### config.mk
export PLATFORM = sky130hd
export DESIGN_NAME = swr_sleep_ctrl
export DESIGN_NICKNAME = d
export VERILOG_FILES = /design/src/verilog/swr_pkg.sv /design/src/verilog/swr_flag_unit.sv /design/src/verilog/swr_sleep_ctrl.sv
export VERILOG_INCLUDE_DIRS = /design/src /design/src/verilog
export SDC_FILE = /design/constraint.sdc
export NUM_CORES = 1
export LEC_CHECK = 0
export BUFFER_PORTS_ARGS = -buffer_cell sky130_fd_sc_hd__buf_2
export CAP_MARGIN = 20
export CORE_MARGIN = 2
export CORE_UTILIZATION = 55
export CTS_BUF_LIST = sky130_fd_sc_hd__clkbuf_16
export DETAILED_ROUTE_END_ITERATION = 10
export GPL_TIMING_DRIVEN = 1
export HOLD_SLACK_MARGIN = 0.05
export PLACE_DENSITY = 0.79
export SLEW_MARGIN = 10
export SYNTH_ARGS = -nofsm -noshare
export SYNTH_HDL_FRONTEND = slang
export SYNTH_SLANG_ARGS = --single-unit
### constraint.sdc
create_clock -name i_ref_clk -period 6.5 [get_ports i_ref_clk]
set_input_delay 0 -clock i_ref_clk [delete_from_list [all_inputs] [get_ports i_ref_clk]]
set_output_delay 0 -clock i_ref_clk [all_outputs]
set_load 0.005 [all_outputs]
### src/verilog/swr_map.svh
`ifndef SWR_MAP_SVH
`define SWR_MAP_SVH

// Register indices; the APB byte address is four times the index.
`define SWR_IDX_FLAGS  18'h0c000
`define SWR_IDX_BANK   18'h0c002
`define SWR_IDX_REV    18'h0c004
`define SWR_IDX_SPEED  18'h0c008
`define SWR_IDX_PWR    18'h0c00a
`define SWR_IDX_INTEN  18'h0c00e
`define SWR_IDX_EVT    18'h0c010
`define SWR_IDX_BKPT   18'h0c014
`define SWR_IDX_DIAG   18'h0c03c
`define SWR_BYTE(i)    ((i) << 2)

// Power and wake control bit positions.
`define SWR_PWR_HALT   0
`define SWR_PWR_SLEEP  1
`define SWR_PWR_BOOST  2
`define SWR_PWR_GPI    4
`define SWR_PWR_HOSTP  7
`define SWR_PWR_SPI    8
`define SWR_PWR_FSER   9
`define SWR_PWR_OTG    11
`define SWR_PWR_HD1    12
`define SWR_PWR_HD2    14
`define SWR_PWR_WMASK  16'h5b93

// Event status bit positions.
`define SWR_EVT_HPINT  0
`define SWR_EVT_PUMP   1

// Reset values and field masks.
`define SWR_BANK_RST   16'h0100
`define SWR_BANK_MASK  16'hfff0
`define SWR_SPEED_RST  16'h000f
`define SWR_SPEED_MASK 16'h000f
`define SWR_REV_VALUE  16'h0a5a
`define SWR_ZERO16     16'h0000

// Address space.
`define SWR_ROM_ENTRY  16'hff00
`define SWR_CTRL_HI    8'hc0
`define SWR_ROM_HI3    3'h7
`define SWR_TEST_GPIO  25'h1f8ff00

// Timing.
`define SWR_CLK_KHZ    100000
`define SWR_REF_KHZ    12000
`define SWR_RST_REFCYC 16
`define SWR_RST_CYC    ((`SWR_RST_REFCYC * `SWR_CLK_KHZ + `SWR_REF_KHZ - 1) / `SWR_REF_KHZ)
`define SWR_BOOT_MS    200
`define SWR_TEST_MS    3

`endif

### src/verilog/swr_pkg.sv
package swr_pkg;

	typedef enum logic [2:0] {
		SWR_PINRST,
		SWR_BOOT,
		SWR_RUN,
		SWR_SLEEP,
		SWR_WAKE
	} swr_state_e;

	typedef struct packed {
		logic n;
		logic v;
		logic c;
		logic z;
	} swr_flag_s;

	typedef struct packed {
		swr_state_e  st;
		logic [24:0] cnt;
		logic [18:0] testcnt;
		logic [7:0]  rstcnt;
		logic [3:0]  divcnt;
		logic [15:0] bank;
		logic [15:0] speed;
		logic [15:0] pwr;
		logic [15:0] inten;
		logic [15:0] bkpt;
		logic [15:0] diag;
		logic [15:0] evt;
		logic [15:0] cause;
		logic [31:0] prdata;
		logic [15:0] memaddr;
		logic        ident_q;
		logic        int0_q;
		logic        start;
		logic        dummy;
		logic        usbrst;
		logic        ctrl_sel;
		logic        rom_sel;
	} swr_state_s;

endpackage

### src/verilog/swr_flag_unit.sv
`include "swr_map.svh"

module swr_flag_unit
	import swr_pkg::*;
(
	input  wire logic        i_ref_clk,
	input  wire logic        i_sys_rst,
	input  wire logic        i_clear,
	input  wire logic        i_alu_valid,
	input  wire logic        i_alu_sub,
	input  wire logic [15:0] i_alu_a,
	input  wire logic [15:0] i_alu_b,
	output logic      [3:0]  o_flags
);

	swr_flag_s   r;
	swr_flag_s   n;
	logic [16:0] res;

	always_comb
	begin
		n = r;
		res = i_alu_sub ? ({1'b0, i_alu_a} - {1'b0, i_alu_b})
		                : ({1'b0, i_alu_a} + {1'b0, i_alu_b});
		if (i_clear)
		begin
			n = '0;
		end
		else if (i_alu_valid)
		begin
			n.n = res[15];
			n.v = (res[15] != i_alu_a[15]) &&
			      ((i_alu_a[15] ^ i_alu_b[15]) == i_alu_sub);
			n.c = res[16];
			n.z = (res[15:0] == `SWR_ZERO16);
		end
	end

	always_ff @(posedge i_ref_clk or posedge i_sys_rst)
	begin
		if (i_sys_rst)
			r <= '0;
		else
			r <= n;
	end

	assign o_flags = {r.n, r.v, r.c, r.z};
endmodule // swr_flag_unit

### src/verilog/swr_sleep_ctrl.sv
`include "swr_map.svh"

module swr_sleep_ctrl
	import swr_pkg::*;
#(
	parameter int BOOT_CYC = `SWR_BOOT_MS * `SWR_CLK_KHZ,
	parameter int TEST_CYC = `SWR_TEST_MS * `SWR_CLK_KHZ
)
(
	input  wire logic        i_ref_clk,
	input  wire logic        i_sys_rst,
	input  wire logic        i_psel,
	input  wire logic        i_penable,
	input  wire logic        i_pwrite,
	input  wire logic [17:0] i_paddr,
	input  wire logic [31:0] i_pwdata,
	output logic      [31:0] o_prdata,
	output logic             o_pready,
	output logic             o_pslverr,
	input  wire logic        i_alu_valid,
	input  wire logic        i_alu_sub,
	input  wire logic [15:0] i_alu_a,
	input  wire logic [15:0] i_alu_b,
	input  wire logic        i_global_int_en,
	input  wire logic [15:0] i_cpu_addr,
	output logic             o_ctrl_sel,
	output logic             o_rom_sel,
	output logic             o_cpu_clk_en,
	output logic             o_cpu_run,
	output logic             o_cpu_start,
	output logic      [15:0] o_start_addr,
	input  wire logic        i_reset_pin_n,
	input  wire logic [15:0] i_mem_addr,
	output logic      [15:0] o_mem_addr,
	output logic             o_gpio_hold,
	output logic      [24:0] o_gpio_test_oe,
	output logic             o_crystal_output_en,
	output logic             o_pll_en,
	output logic             o_booster_en,
	output logic             o_usb_xcvr_en,
	input  wire logic        i_boost_ok,
	input  wire logic        i_charge_pump_on,
	input  wire logic        i_usb1_resume,
	input  wire logic        i_usb2_resume,
	input  wire logic        i_otg_bus_supply,
	input  wire logic        i_otg_identify_input,
	input  wire logic        i_parallel_host_port_rd,
	input  wire logic        i_fast_serial_port_rd,
	input  wire logic        i_spi_rd,
	input  wire logic        i_interrupt_zero_input,
	output logic             o_read_dummy,
	output logic             o_host_port_interrupt,
	input  wire logic        i_usb_bus_reset,
	output logic             o_usb_reg_reset
);

	localparam logic [24:0] BOOT_LAST = 25'(BOOT_CYC - 1);
	localparam logic [18:0] TEST_LOAD = 19'(TEST_CYC);
	localparam logic [7:0]  RST_CYC   = 8'(`SWR_RST_CYC);

	swr_state_s r;
	swr_state_s n;
	logic [3:0]  flags;
	logic [15:0] wake_hit;
	logic        any_wake;
	logic        usb_wake;
	logic        read_wake;
	logic        wr;
	logic        rd_setup;
	logic        hit;
	logic [15:0] wdat;

	swr_flag_unit u_flags (
		.i_ref_clk   (i_ref_clk),
		.i_sys_rst   (i_sys_rst),
		.i_clear     (r.st == SWR_PINRST),
		.i_alu_valid (i_alu_valid),
		.i_alu_sub   (i_alu_sub),
		.i_alu_a     (i_alu_a),
		.i_alu_b     (i_alu_b),
		.o_flags     (flags)
	);

	// Each source only counts when its enable bit is set.
	always_comb
	begin
		wake_hit = '0;
		wake_hit[`SWR_PWR_HD1] = i_usb1_resume;
		wake_hit[`SWR_PWR_HD2] = i_usb2_resume;
		wake_hit[`SWR_PWR_OTG] = i_otg_bus_supply ||
		                         (i_otg_identify_input ^ r.ident_q);
		wake_hit[`SWR_PWR_HOSTP] = i_parallel_host_port_rd;
		wake_hit[`SWR_PWR_FSER] = i_fast_serial_port_rd;
		wake_hit[`SWR_PWR_SPI] = i_spi_rd;
		wake_hit[`SWR_PWR_GPI] = i_interrupt_zero_input ^ r.int0_q;
		wake_hit = wake_hit & r.pwr & `SWR_PWR_WMASK;
	end

	assign any_wake  = |wake_hit;
	assign usb_wake  = wake_hit[`SWR_PWR_HD1] | wake_hit[`SWR_PWR_HD2];
	assign read_wake = wake_hit[`SWR_PWR_HOSTP] | wake_hit[`SWR_PWR_FSER] |
	                   wake_hit[`SWR_PWR_SPI];
	assign wr        = i_psel && i_penable && i_pwrite;
	assign rd_setup  = i_psel && !i_penable && !i_pwrite;
	assign wdat      = i_pwdata[15:0];

	always_comb
	begin
		case (i_paddr)
			`SWR_BYTE(`SWR_IDX_FLAGS),
			`SWR_BYTE(`SWR_IDX_BANK),
			`SWR_BYTE(`SWR_IDX_REV),
			`SWR_BYTE(`SWR_IDX_SPEED),
			`SWR_BYTE(`SWR_IDX_PWR),
			`SWR_BYTE(`SWR_IDX_INTEN),
			`SWR_BYTE(`SWR_IDX_EVT),
			`SWR_BYTE(`SWR_IDX_BKPT),
			`SWR_BYTE(`SWR_IDX_DIAG): hit = 1'b1;
			default:                  hit = 1'b0;
		endcase
	end

	always_comb
	begin
		n = r;
		n.start = 1'b0;
		n.dummy = 1'b0;
		n.ident_q = i_otg_identify_input;
		n.int0_q = i_interrupt_zero_input;
		n.usbrst = i_usb_bus_reset;
		n.ctrl_sel = (i_cpu_addr[15:8] == `SWR_CTRL_HI);
		n.rom_sel = (i_cpu_addr[15:13] == `SWR_ROM_HI3);
		n.divcnt = (r.st != SWR_RUN || r.divcnt == r.speed[3:0]) ?
		           4'h0 : r.divcnt + 4'h1;
		if (r.testcnt != 19'h0)
			n.testcnt = r.testcnt - 19'h1;

		// Read data is captured in the setup cycle so it is stable in access.
		if (rd_setup)
		begin
			case (i_paddr)
				`SWR_BYTE(`SWR_IDX_FLAGS):
					n.prdata = {27'h0, i_global_int_en, flags};
				`SWR_BYTE(`SWR_IDX_BANK):  n.prdata = {16'h0, r.bank};
				`SWR_BYTE(`SWR_IDX_REV):   n.prdata = {16'h0, `SWR_REV_VALUE};
				`SWR_BYTE(`SWR_IDX_SPEED): n.prdata = {16'h0, r.speed};
				`SWR_BYTE(`SWR_IDX_PWR):
				begin
					n.prdata = {16'h0, r.pwr};
					n.prdata[`SWR_PWR_BOOST] = i_boost_ok;
				end
				`SWR_BYTE(`SWR_IDX_INTEN): n.prdata = {16'h0, r.inten};
				`SWR_BYTE(`SWR_IDX_EVT):   n.prdata = {16'h0, r.evt};
				`SWR_BYTE(`SWR_IDX_BKPT):  n.prdata = {16'h0, r.bkpt};
				// Reads here return the last wake cause, writes set diagnostics.
				`SWR_BYTE(`SWR_IDX_DIAG):  n.prdata = {16'h0, r.cause};
				default:                   n.prdata = 32'h0;
			endcase
		end

		if (wr)
		begin
			case (i_paddr)
				`SWR_BYTE(`SWR_IDX_BANK):  n.bank = wdat & `SWR_BANK_MASK;
				`SWR_BYTE(`SWR_IDX_SPEED): n.speed = wdat & `SWR_SPEED_MASK;
				`SWR_BYTE(`SWR_IDX_PWR):   n.pwr = wdat & `SWR_PWR_WMASK;
				`SWR_BYTE(`SWR_IDX_INTEN): n.inten = wdat;
				`SWR_BYTE(`SWR_IDX_EVT):   n.evt = r.evt & ~wdat;
				`SWR_BYTE(`SWR_IDX_BKPT):  n.bkpt = wdat;
				`SWR_BYTE(`SWR_IDX_DIAG):  n.diag = wdat;
				default:                   n.bkpt = n.bkpt;
			endcase
		end

		case (r.st)
			SWR_PINRST:
			begin
				if (i_reset_pin_n)
				begin
					n.st = SWR_BOOT;
					n.cnt = '0;
				end
			end
			SWR_BOOT, SWR_WAKE:
			begin
				n.cnt = r.cnt + 25'h1;
				if (r.cnt == BOOT_LAST)
				begin
					n.st = SWR_RUN;
					n.cnt = '0;
					if (r.st == SWR_BOOT)
					begin
						n.start = 1'b1;
						n.testcnt = TEST_LOAD;
					end
				end
			end
			SWR_RUN:
			begin
				if (n.pwr[`SWR_PWR_SLEEP])
				begin
					n.st = SWR_SLEEP;
					if (i_charge_pump_on)
						n.evt[`SWR_EVT_PUMP] = 1'b1;
				end
			end
			SWR_SLEEP:
			begin
				if (any_wake)
				begin
					n.st = SWR_WAKE;
					n.cnt = '0;
					n.pwr[`SWR_PWR_SLEEP] = 1'b0;
					n.cause = wake_hit;
					n.dummy = read_wake;
					if (usb_wake)
						n.evt[`SWR_EVT_HPINT] = 1'b1;
				end
			end
			default: n.st = SWR_PINRST;
		endcase

		// A pin held low long enough restores every register default.
		n.rstcnt = i_reset_pin_n ? 8'h0 :
		           (r.rstcnt == RST_CYC ? r.rstcnt : r.rstcnt + 8'h1);
		if (!i_reset_pin_n && r.rstcnt == RST_CYC)
		begin
			n.st = SWR_PINRST;
			n.cnt = '0;
			n.testcnt = '0;
			n.bank = `SWR_BANK_RST;
			n.speed = `SWR_SPEED_RST;
			n.pwr = '0;
			n.inten = '0;
			n.bkpt = '0;
			n.diag = '0;
			n.evt = '0;
			n.cause = '0;
		end
		n.memaddr = (n.st == SWR_SLEEP) ? `SWR_ZERO16 : i_mem_addr;
	end

	always_ff @(posedge i_ref_clk or posedge i_sys_rst)
	begin
		if (i_sys_rst)
		begin
			r <= '0;
			r.st <= SWR_BOOT;
			r.bank <= `SWR_BANK_RST;
			r.speed <= `SWR_SPEED_RST;
		end
		else
		begin
			r <= n;
		end
	end

	assign o_prdata = r.prdata;
	assign o_pready = 1'b1;
	assign o_pslverr = i_psel && i_penable && !hit;
	assign o_ctrl_sel = r.ctrl_sel;
	assign o_rom_sel = r.rom_sel;
	assign o_cpu_run = (r.st == SWR_RUN);
	assign o_cpu_clk_en = o_cpu_run && (r.divcnt == 4'h0);
	assign o_cpu_start = r.start;
	assign o_start_addr = `SWR_ROM_ENTRY;
	assign o_mem_addr = r.memaddr;
	assign o_gpio_hold = (r.st == SWR_SLEEP);
	assign o_gpio_test_oe = (r.testcnt != 19'h0) ? `SWR_TEST_GPIO : 25'h0;
	assign o_crystal_output_en = (r.st != SWR_SLEEP);
	assign o_pll_en = (r.st != SWR_SLEEP);
	assign o_booster_en = (r.st != SWR_SLEEP);
	assign o_usb_xcvr_en = (r.st != SWR_SLEEP);
	assign o_read_dummy = r.dummy;
	assign o_host_port_interrupt = r.evt[`SWR_EVT_HPINT];
	assign o_usb_reg_reset = r.usbrst;
endmodule // swr_sleep_ctrl

Word-level counts from Yosys, hierarchy flattened
Cells that the tools add are included.

Register bits after elaboration: 230. Bits in latches: 0. Bits in writable memories: 0. Memory bits (read-only): 0. Input port bits: 134. Output and inout bits: 104. Logic and storage cells: 150. Memories: 0.

Add/subtract/negate cells: 6. $mul: 0. Divide/modulo/power cells: 0. Magnitude comparators: 0. Eq/ne operators: 26. Shift operators: 0. Muxes and demuxes: 42. Bitwise logic cells: 9. Reduce and logical (&&, ||, !) cells: 40.

Operators by type and width (number): equality test 18 bit, second input constant (9); one-hot mux 16 bit (9 select lines) (1); 2-to-1 mux 128 bit (1); 2-to-1 mux 16 bit (8); 2-to-1 mux 112 bit (1); 2-to-1 mux 47 bit (2); one-hot mux 25 bit (3 select lines) (1); 2-to-1 mux 19 bit (3); 2-to-1 mux 28 bit (2); 2-to-1 mux 17 bit (3); adder 25 x 1 -> 25 bit, second input constant (1); equality test 25 bit, second input constant (1); 2-to-1 mux 25 bit (1); nonzero test 2 bit (10); nonzero test 19 bit (1); subtractor 19 x 1 -> 19 bit, second input constant (1); OR reduction 9 bit (2); adder 16 x 16 -> 17 bit (1); subtractor 16 x 16 -> 17 bit (1); AND 16 bit (1); equality test 8 bit, second input constant (2); zero test 16 bit (1); 2-to-1 mux 8 bit (2); NOT 16 bit (1); 28 further kinds (66).

Depth between registers and ports, before layout
Depth after elaboration: 9. Gate-level depth with buffers: 17. Gate-level depth less buffers: 16.

Modules after synthesis
A second synthesis with hierarchy kept.

Cell total of the unflattened synthesis: 1278. Area total of the unflattened synthesis: 11394.7 um2.

Modules (own cells, without submodules): swr_sleep_ctrl (instances 1, cells an instance 1077, area each 9943.3 um2, sequential area each 4461.8 um2); swr_flag_unit (instances 1, cells an instance 201, area each 1451.4 um2, sequential area each 100.1 um2).

Worst setup path after synthesis
Ideal clock, no wire load.

Kind: input to register. From: input port i_alu_b[3]. To: register u_flags.r (netlist bit u_flags.o_flags[0]). Library setup time: 0.095 ns. Arrival: 2.938 ns. Required time: 6.405 ns. Path slack: 3.467 ns. Cell stages on the path: 14. Buffers on the path: 1. Cell sequence: nor3_1 -> nand2_1 -> nor4_1 -> and2_1 -> nor2_1 -> xnor2_1 -> ha_1 -> clkbuf_1 -> a211o_1 -> nor3_1 -> a21oi_1 -> mux2_2 -> or4_1 -> o31ai_1.

Cells in the longest elaborated chain, start to end: 5. Elaborated cells on any way between the ends: 6. Those cells by class: add/sub: 2; mux: 3; reduce/logical: 1.

Ends and longest elaborated chain: start: declaration (line swr_sleep_ctrl.sv:23) `input wire logic [15:0] i_alu_b,`; adder 16 x 16 -> 17 bit / subtractor 16 x 16 -> 17 bit (equally long branches) (line swr_flag_unit.sv:24, swr_flag_unit.sv:23); 2-to-1 mux 17 bit * (line swr_flag_unit.sv:23) `res = i_alu_sub ? ({1'b0, i_alu_a} - {1'b0, i_alu_b})`; zero test 16 bit (no source line) *; 2-to-1 mux 4 bit * (line swr_flag_unit.sv:29) `else if (i_alu_valid)`; 2-to-1 mux 4 bit * (line swr_flag_unit.sv:25) `if (i_clear)`; end signal: assignment (line swr_flag_unit.sv:44) `r <= n;`; end: declaration (line swr_flag_unit.sv:16) `swr_flag_s r;`.

Mark *: on every way between the ends. The rest lies on a longest branch, timed or not. The select of a mux whose other input is x is not followed. A chain may end at the register's enable or synchronous reset.

Worst setup path in the final report
From: input port i_alu_b[3]. To: register u_flags.r (netlist bit u_flags.o_flags[2]).

Cells in the longest elaborated chain, start to end: 6. Elaborated cells on any way between the ends: 7. Those cells by class: add/sub: 2; eq/ne: 1; mux: 3; reduce/logical: 1.

Ends and longest elaborated chain: adder 16 x 16 -> 17 bit / subtractor 16 x 16 -> 17 bit (equally long branches) (line swr_flag_unit.sv:24, swr_flag_unit.sv:23); 2-to-1 mux 17 bit * (line swr_flag_unit.sv:23); inequality test 1 bit * (line swr_flag_unit.sv:32) `n.v = (res[15] != i_alu_a[15]) &&`; logical AND 1 bit * (line swr_flag_unit.sv:32); 2-to-1 mux 4 bit * (line swr_flag_unit.sv:29); 2-to-1 mux 4 bit * (line swr_flag_unit.sv:25).

Marks and branches as above.

==> metrics <==
worst-case clock buffer depth=2; commonest non-fill, non-tap cell in the layout=nor2_1; core area=18890 um^2; io pins=238; Syn Inst Count=1166; synthesized flop and latch total=182; Final ANT Viol Nets=0; Reg clk slew, reported paths=70 ps; Yosys warning count=0; vias in the first global route=8795; Clk Latency, worst-skew pair=440 ps; # DRC=0; GRT Overall Usage=0.2588; Final period util=0.5657; initial antenna violation count=0; Placer Congestion=0.8646; Max-Cap Viols=0; CTS sink count=182; asr flop ratio synth=1.000; final layout net count=1471; initial drt markers=575; critical path peak fanout=11; DR WL/cell=16.48 um; Die ar.=20520 um^2; total gr overflow=0; RSZ-0062 raised after global routing=no; post-layout min period=3677 ps; Total Wirelength=26.12 mm; count of final setup violators=0; row count=50; clk root buf=clkbuf_16; setup_tns=0 ps; slowest stage delay, CP=590 ps; status=complete, no violations; Fillers=1531; most frequent cells in the layout=181 x nor2_1, 176 x dfrtp_1, 169 x buf_2; n_diodes=0; I/O Buffers=169; Hold WC Path Type=input pin to flip-flop; initial cell density of the core=0.5644; peak supply drop=0.1303 mV; CP cell instances=buf_2, nor3_1, nand2_1, nor4_1, nor2_1, xnor2_1, ha_1, a21oi_1, o21ai_0, a31oi_1, o311ai_0, a21oi_1, xnor2_1, nand2_1, a311oi_1, dlygate4sd3_1; crit path launch type=input pin; Relative slew margins=0.2521; via/cell ratio=5.601; post-synthesis sequential area ratio=0.4278; mapped cell area=10660 um^2; count of different cell masters after synthesis=72; die width=143.2 um; dpl ws=2930 ps; via count=8878; critical path capture point type=flip-flop; Static Leak=5.745 nW; Post-synth EDFFs=0; Setup Skew=10.76 ps; fmax=0.2720 GHz; Pre-antenna DRT Iters=5; largest net degree at the start of global routing=107; WP data arrival=4050 ps; mean area per synthesized cell=9.145 um^2; Synth-to-Final Area Change=14.75%; slowest stage cell, crit path=dlygate4sd3_1; CP required=6880 ps; DP Wirelength=17.23 mm; min setup slack post-route=2823 ps; slew at the pin with the worst max-slew slack=1122 ps; H-tree Lvls=4; postcts setup bufs=0; CTS tree=done; Chip Height=143.2 um; final hold violations=0; Max Slew Vio Count=0; P per Cell Area=220.6 nW/um^2; first-pass GRT wire length=42.51 mm; share of cells above drive strength 1=0.1796; worst setup path class=input pin to flip-flop; Top FF cell, synth=dfrtp_1; Num CTS Buffers=17
[critical path, delay by kind of cell]
| family | cells | cell delay, ps |
|---|---|---|
| buffers and inverters | 2 | 710 |
| AND/OR/NAND/NOR | 5 | 1030 |
| adder cells (fa/ha/maj) | 1 | 470 |
| AO/OA/AOI/OAI | 6 | 1410 |
| XOR/XNOR | 2 | 430 |
[layout make-up]
type                            count  area (um^2)  area share
Clock inverter                     15        118.9    0.009715
Clock buffer                       17        425.4     0.03477
Inverter                           24        95.09    0.007772
Sequential cell                   182         4562      0.3728
Tap cell                          260        325.3     0.02659
Multi-Input combinational cell    860         5300      0.4332
Timing Repair Buffer              227         1409      0.1151
[logic make-up (layout without fill, tap and decap cells)]
family / Yosys count / after routing / synth area share
and+or+nand+nor: 447 / 447 / 0.1982
AOI/OAI and AO/OA: 199 / 199 / 0.1189
DFF: 182 / 182 / 0.4278
buffers and inverters: 166 / 283 / 0.09270
muxes: 86 / 86 / 0.08320
xor gates and xnor gates: 59 / 59 / 0.04846
adders and majority gates: 25 / 25 / 0.03004
other: 2 / 44 / 0.0007043
[synthesized netlist by cell type (7+ instances only)]
library cell  count  share of area
ha_1             24          0.028
clkbuf_1         41          0.014
xnor2_1          38          0.031
and3_1           14         0.0082
dfrtp_1         176           0.41
nor3_1           29          0.014
o21ai_0          50          0.023
a31oi_1           7         0.0041
nand2_1          95          0.033
or4_1             7         0.0049
mux2_2           11          0.012
a22oi_1           9         0.0063
nand2b_1         13         0.0076
buf_4            92          0.065
mux2i_1          74          0.069
nor2b_1           8         0.0047
inv_1            23         0.0081
nor2_1          182          0.064
a221oi_1          8         0.0066
nor4_1           21          0.012
a21oi_1          67          0.031
nand4_1           7         0.0041
nand3_1          27          0.013
xor2_1           21          0.017
and2_1           20          0.012
[routing by layer]
metal	track usage	vias to the layer above	wire length, um
met5	0	-	0
met4	0.09752	0	722
met2	0.4374	312	13090
met1	0.3300	4284	10860
li1	-	4217	-
met3	0.05097	65	1435
[worst paths after layout]
path / from / to / cells after the start / slack, ps
max in group asynchronous: i_sys_rst / o_prdata[6] / 4 / 4620
worst max-delay path: i_alu_b[3] / u_flags.o_flags[2] / 16 / 2820
min in group asynchronous: i_sys_rst / o_usb_reg_reset / 3 / 300
worst min register to register: o_prdata[10] / o_prdata[10] / 2 / 470
worst min-delay path: i_otg_bus_supply / r[66] / 5 / 90
worst max register to register: r[187] / r[235] / 9 / 3150
[stage by stage]
step / instances / hold slack, ps / instance area, um^2 / util / power, mW
after floorplan: 1208 / 31.43 / 10820 / - / 1.624
after global placement: 1502 / 109.0 / 11180 / 0.5918 / 1.713
after detailed placement: 1502 / 110.0 / 11180 / 0.5918 / 1.727
after CTS: 1585 / 76.19 / 12240 / 0.6476 / 2.698
after global routing: 1585 / 161.4 / 12240 / 0.6476 / 2.831
final: 1585 / 85.17 / 12240 / 0.6476 / 2.700
[where the power goes]
| part | switching (mW) | internal, mW | leakage (nW) |
|---|---|---|---|
| sequential | 0.0693 | 1.20 | 2.44 |
| clock | 0.434 | 0.520 | 0.252 |
| combinational | 0.266 | 0.210 | 3.05 |
| total | 0.769 | 1.93 | 5.74 |
[timing repair]
action	CTS	global route
resized for setup	0	0
endpoints found under the hold margin	213	0
hold buffers	51	0
endpoints found under the setup margin	0	0
[registers in the layout (all words and copies together), names as in the netlist]
signal and flops:
o_cpu_start 1, o_ctrl_sel 1, o_host_port_interrupt 1, o_mem_addr 16, o_prdata 16, o_read_dummy 1
o_rom_sel 1, o_usb_reg_reset 1, r 140, u_flags.o_flags 4
No activity file was read; power rests on OpenSTA's default activity.
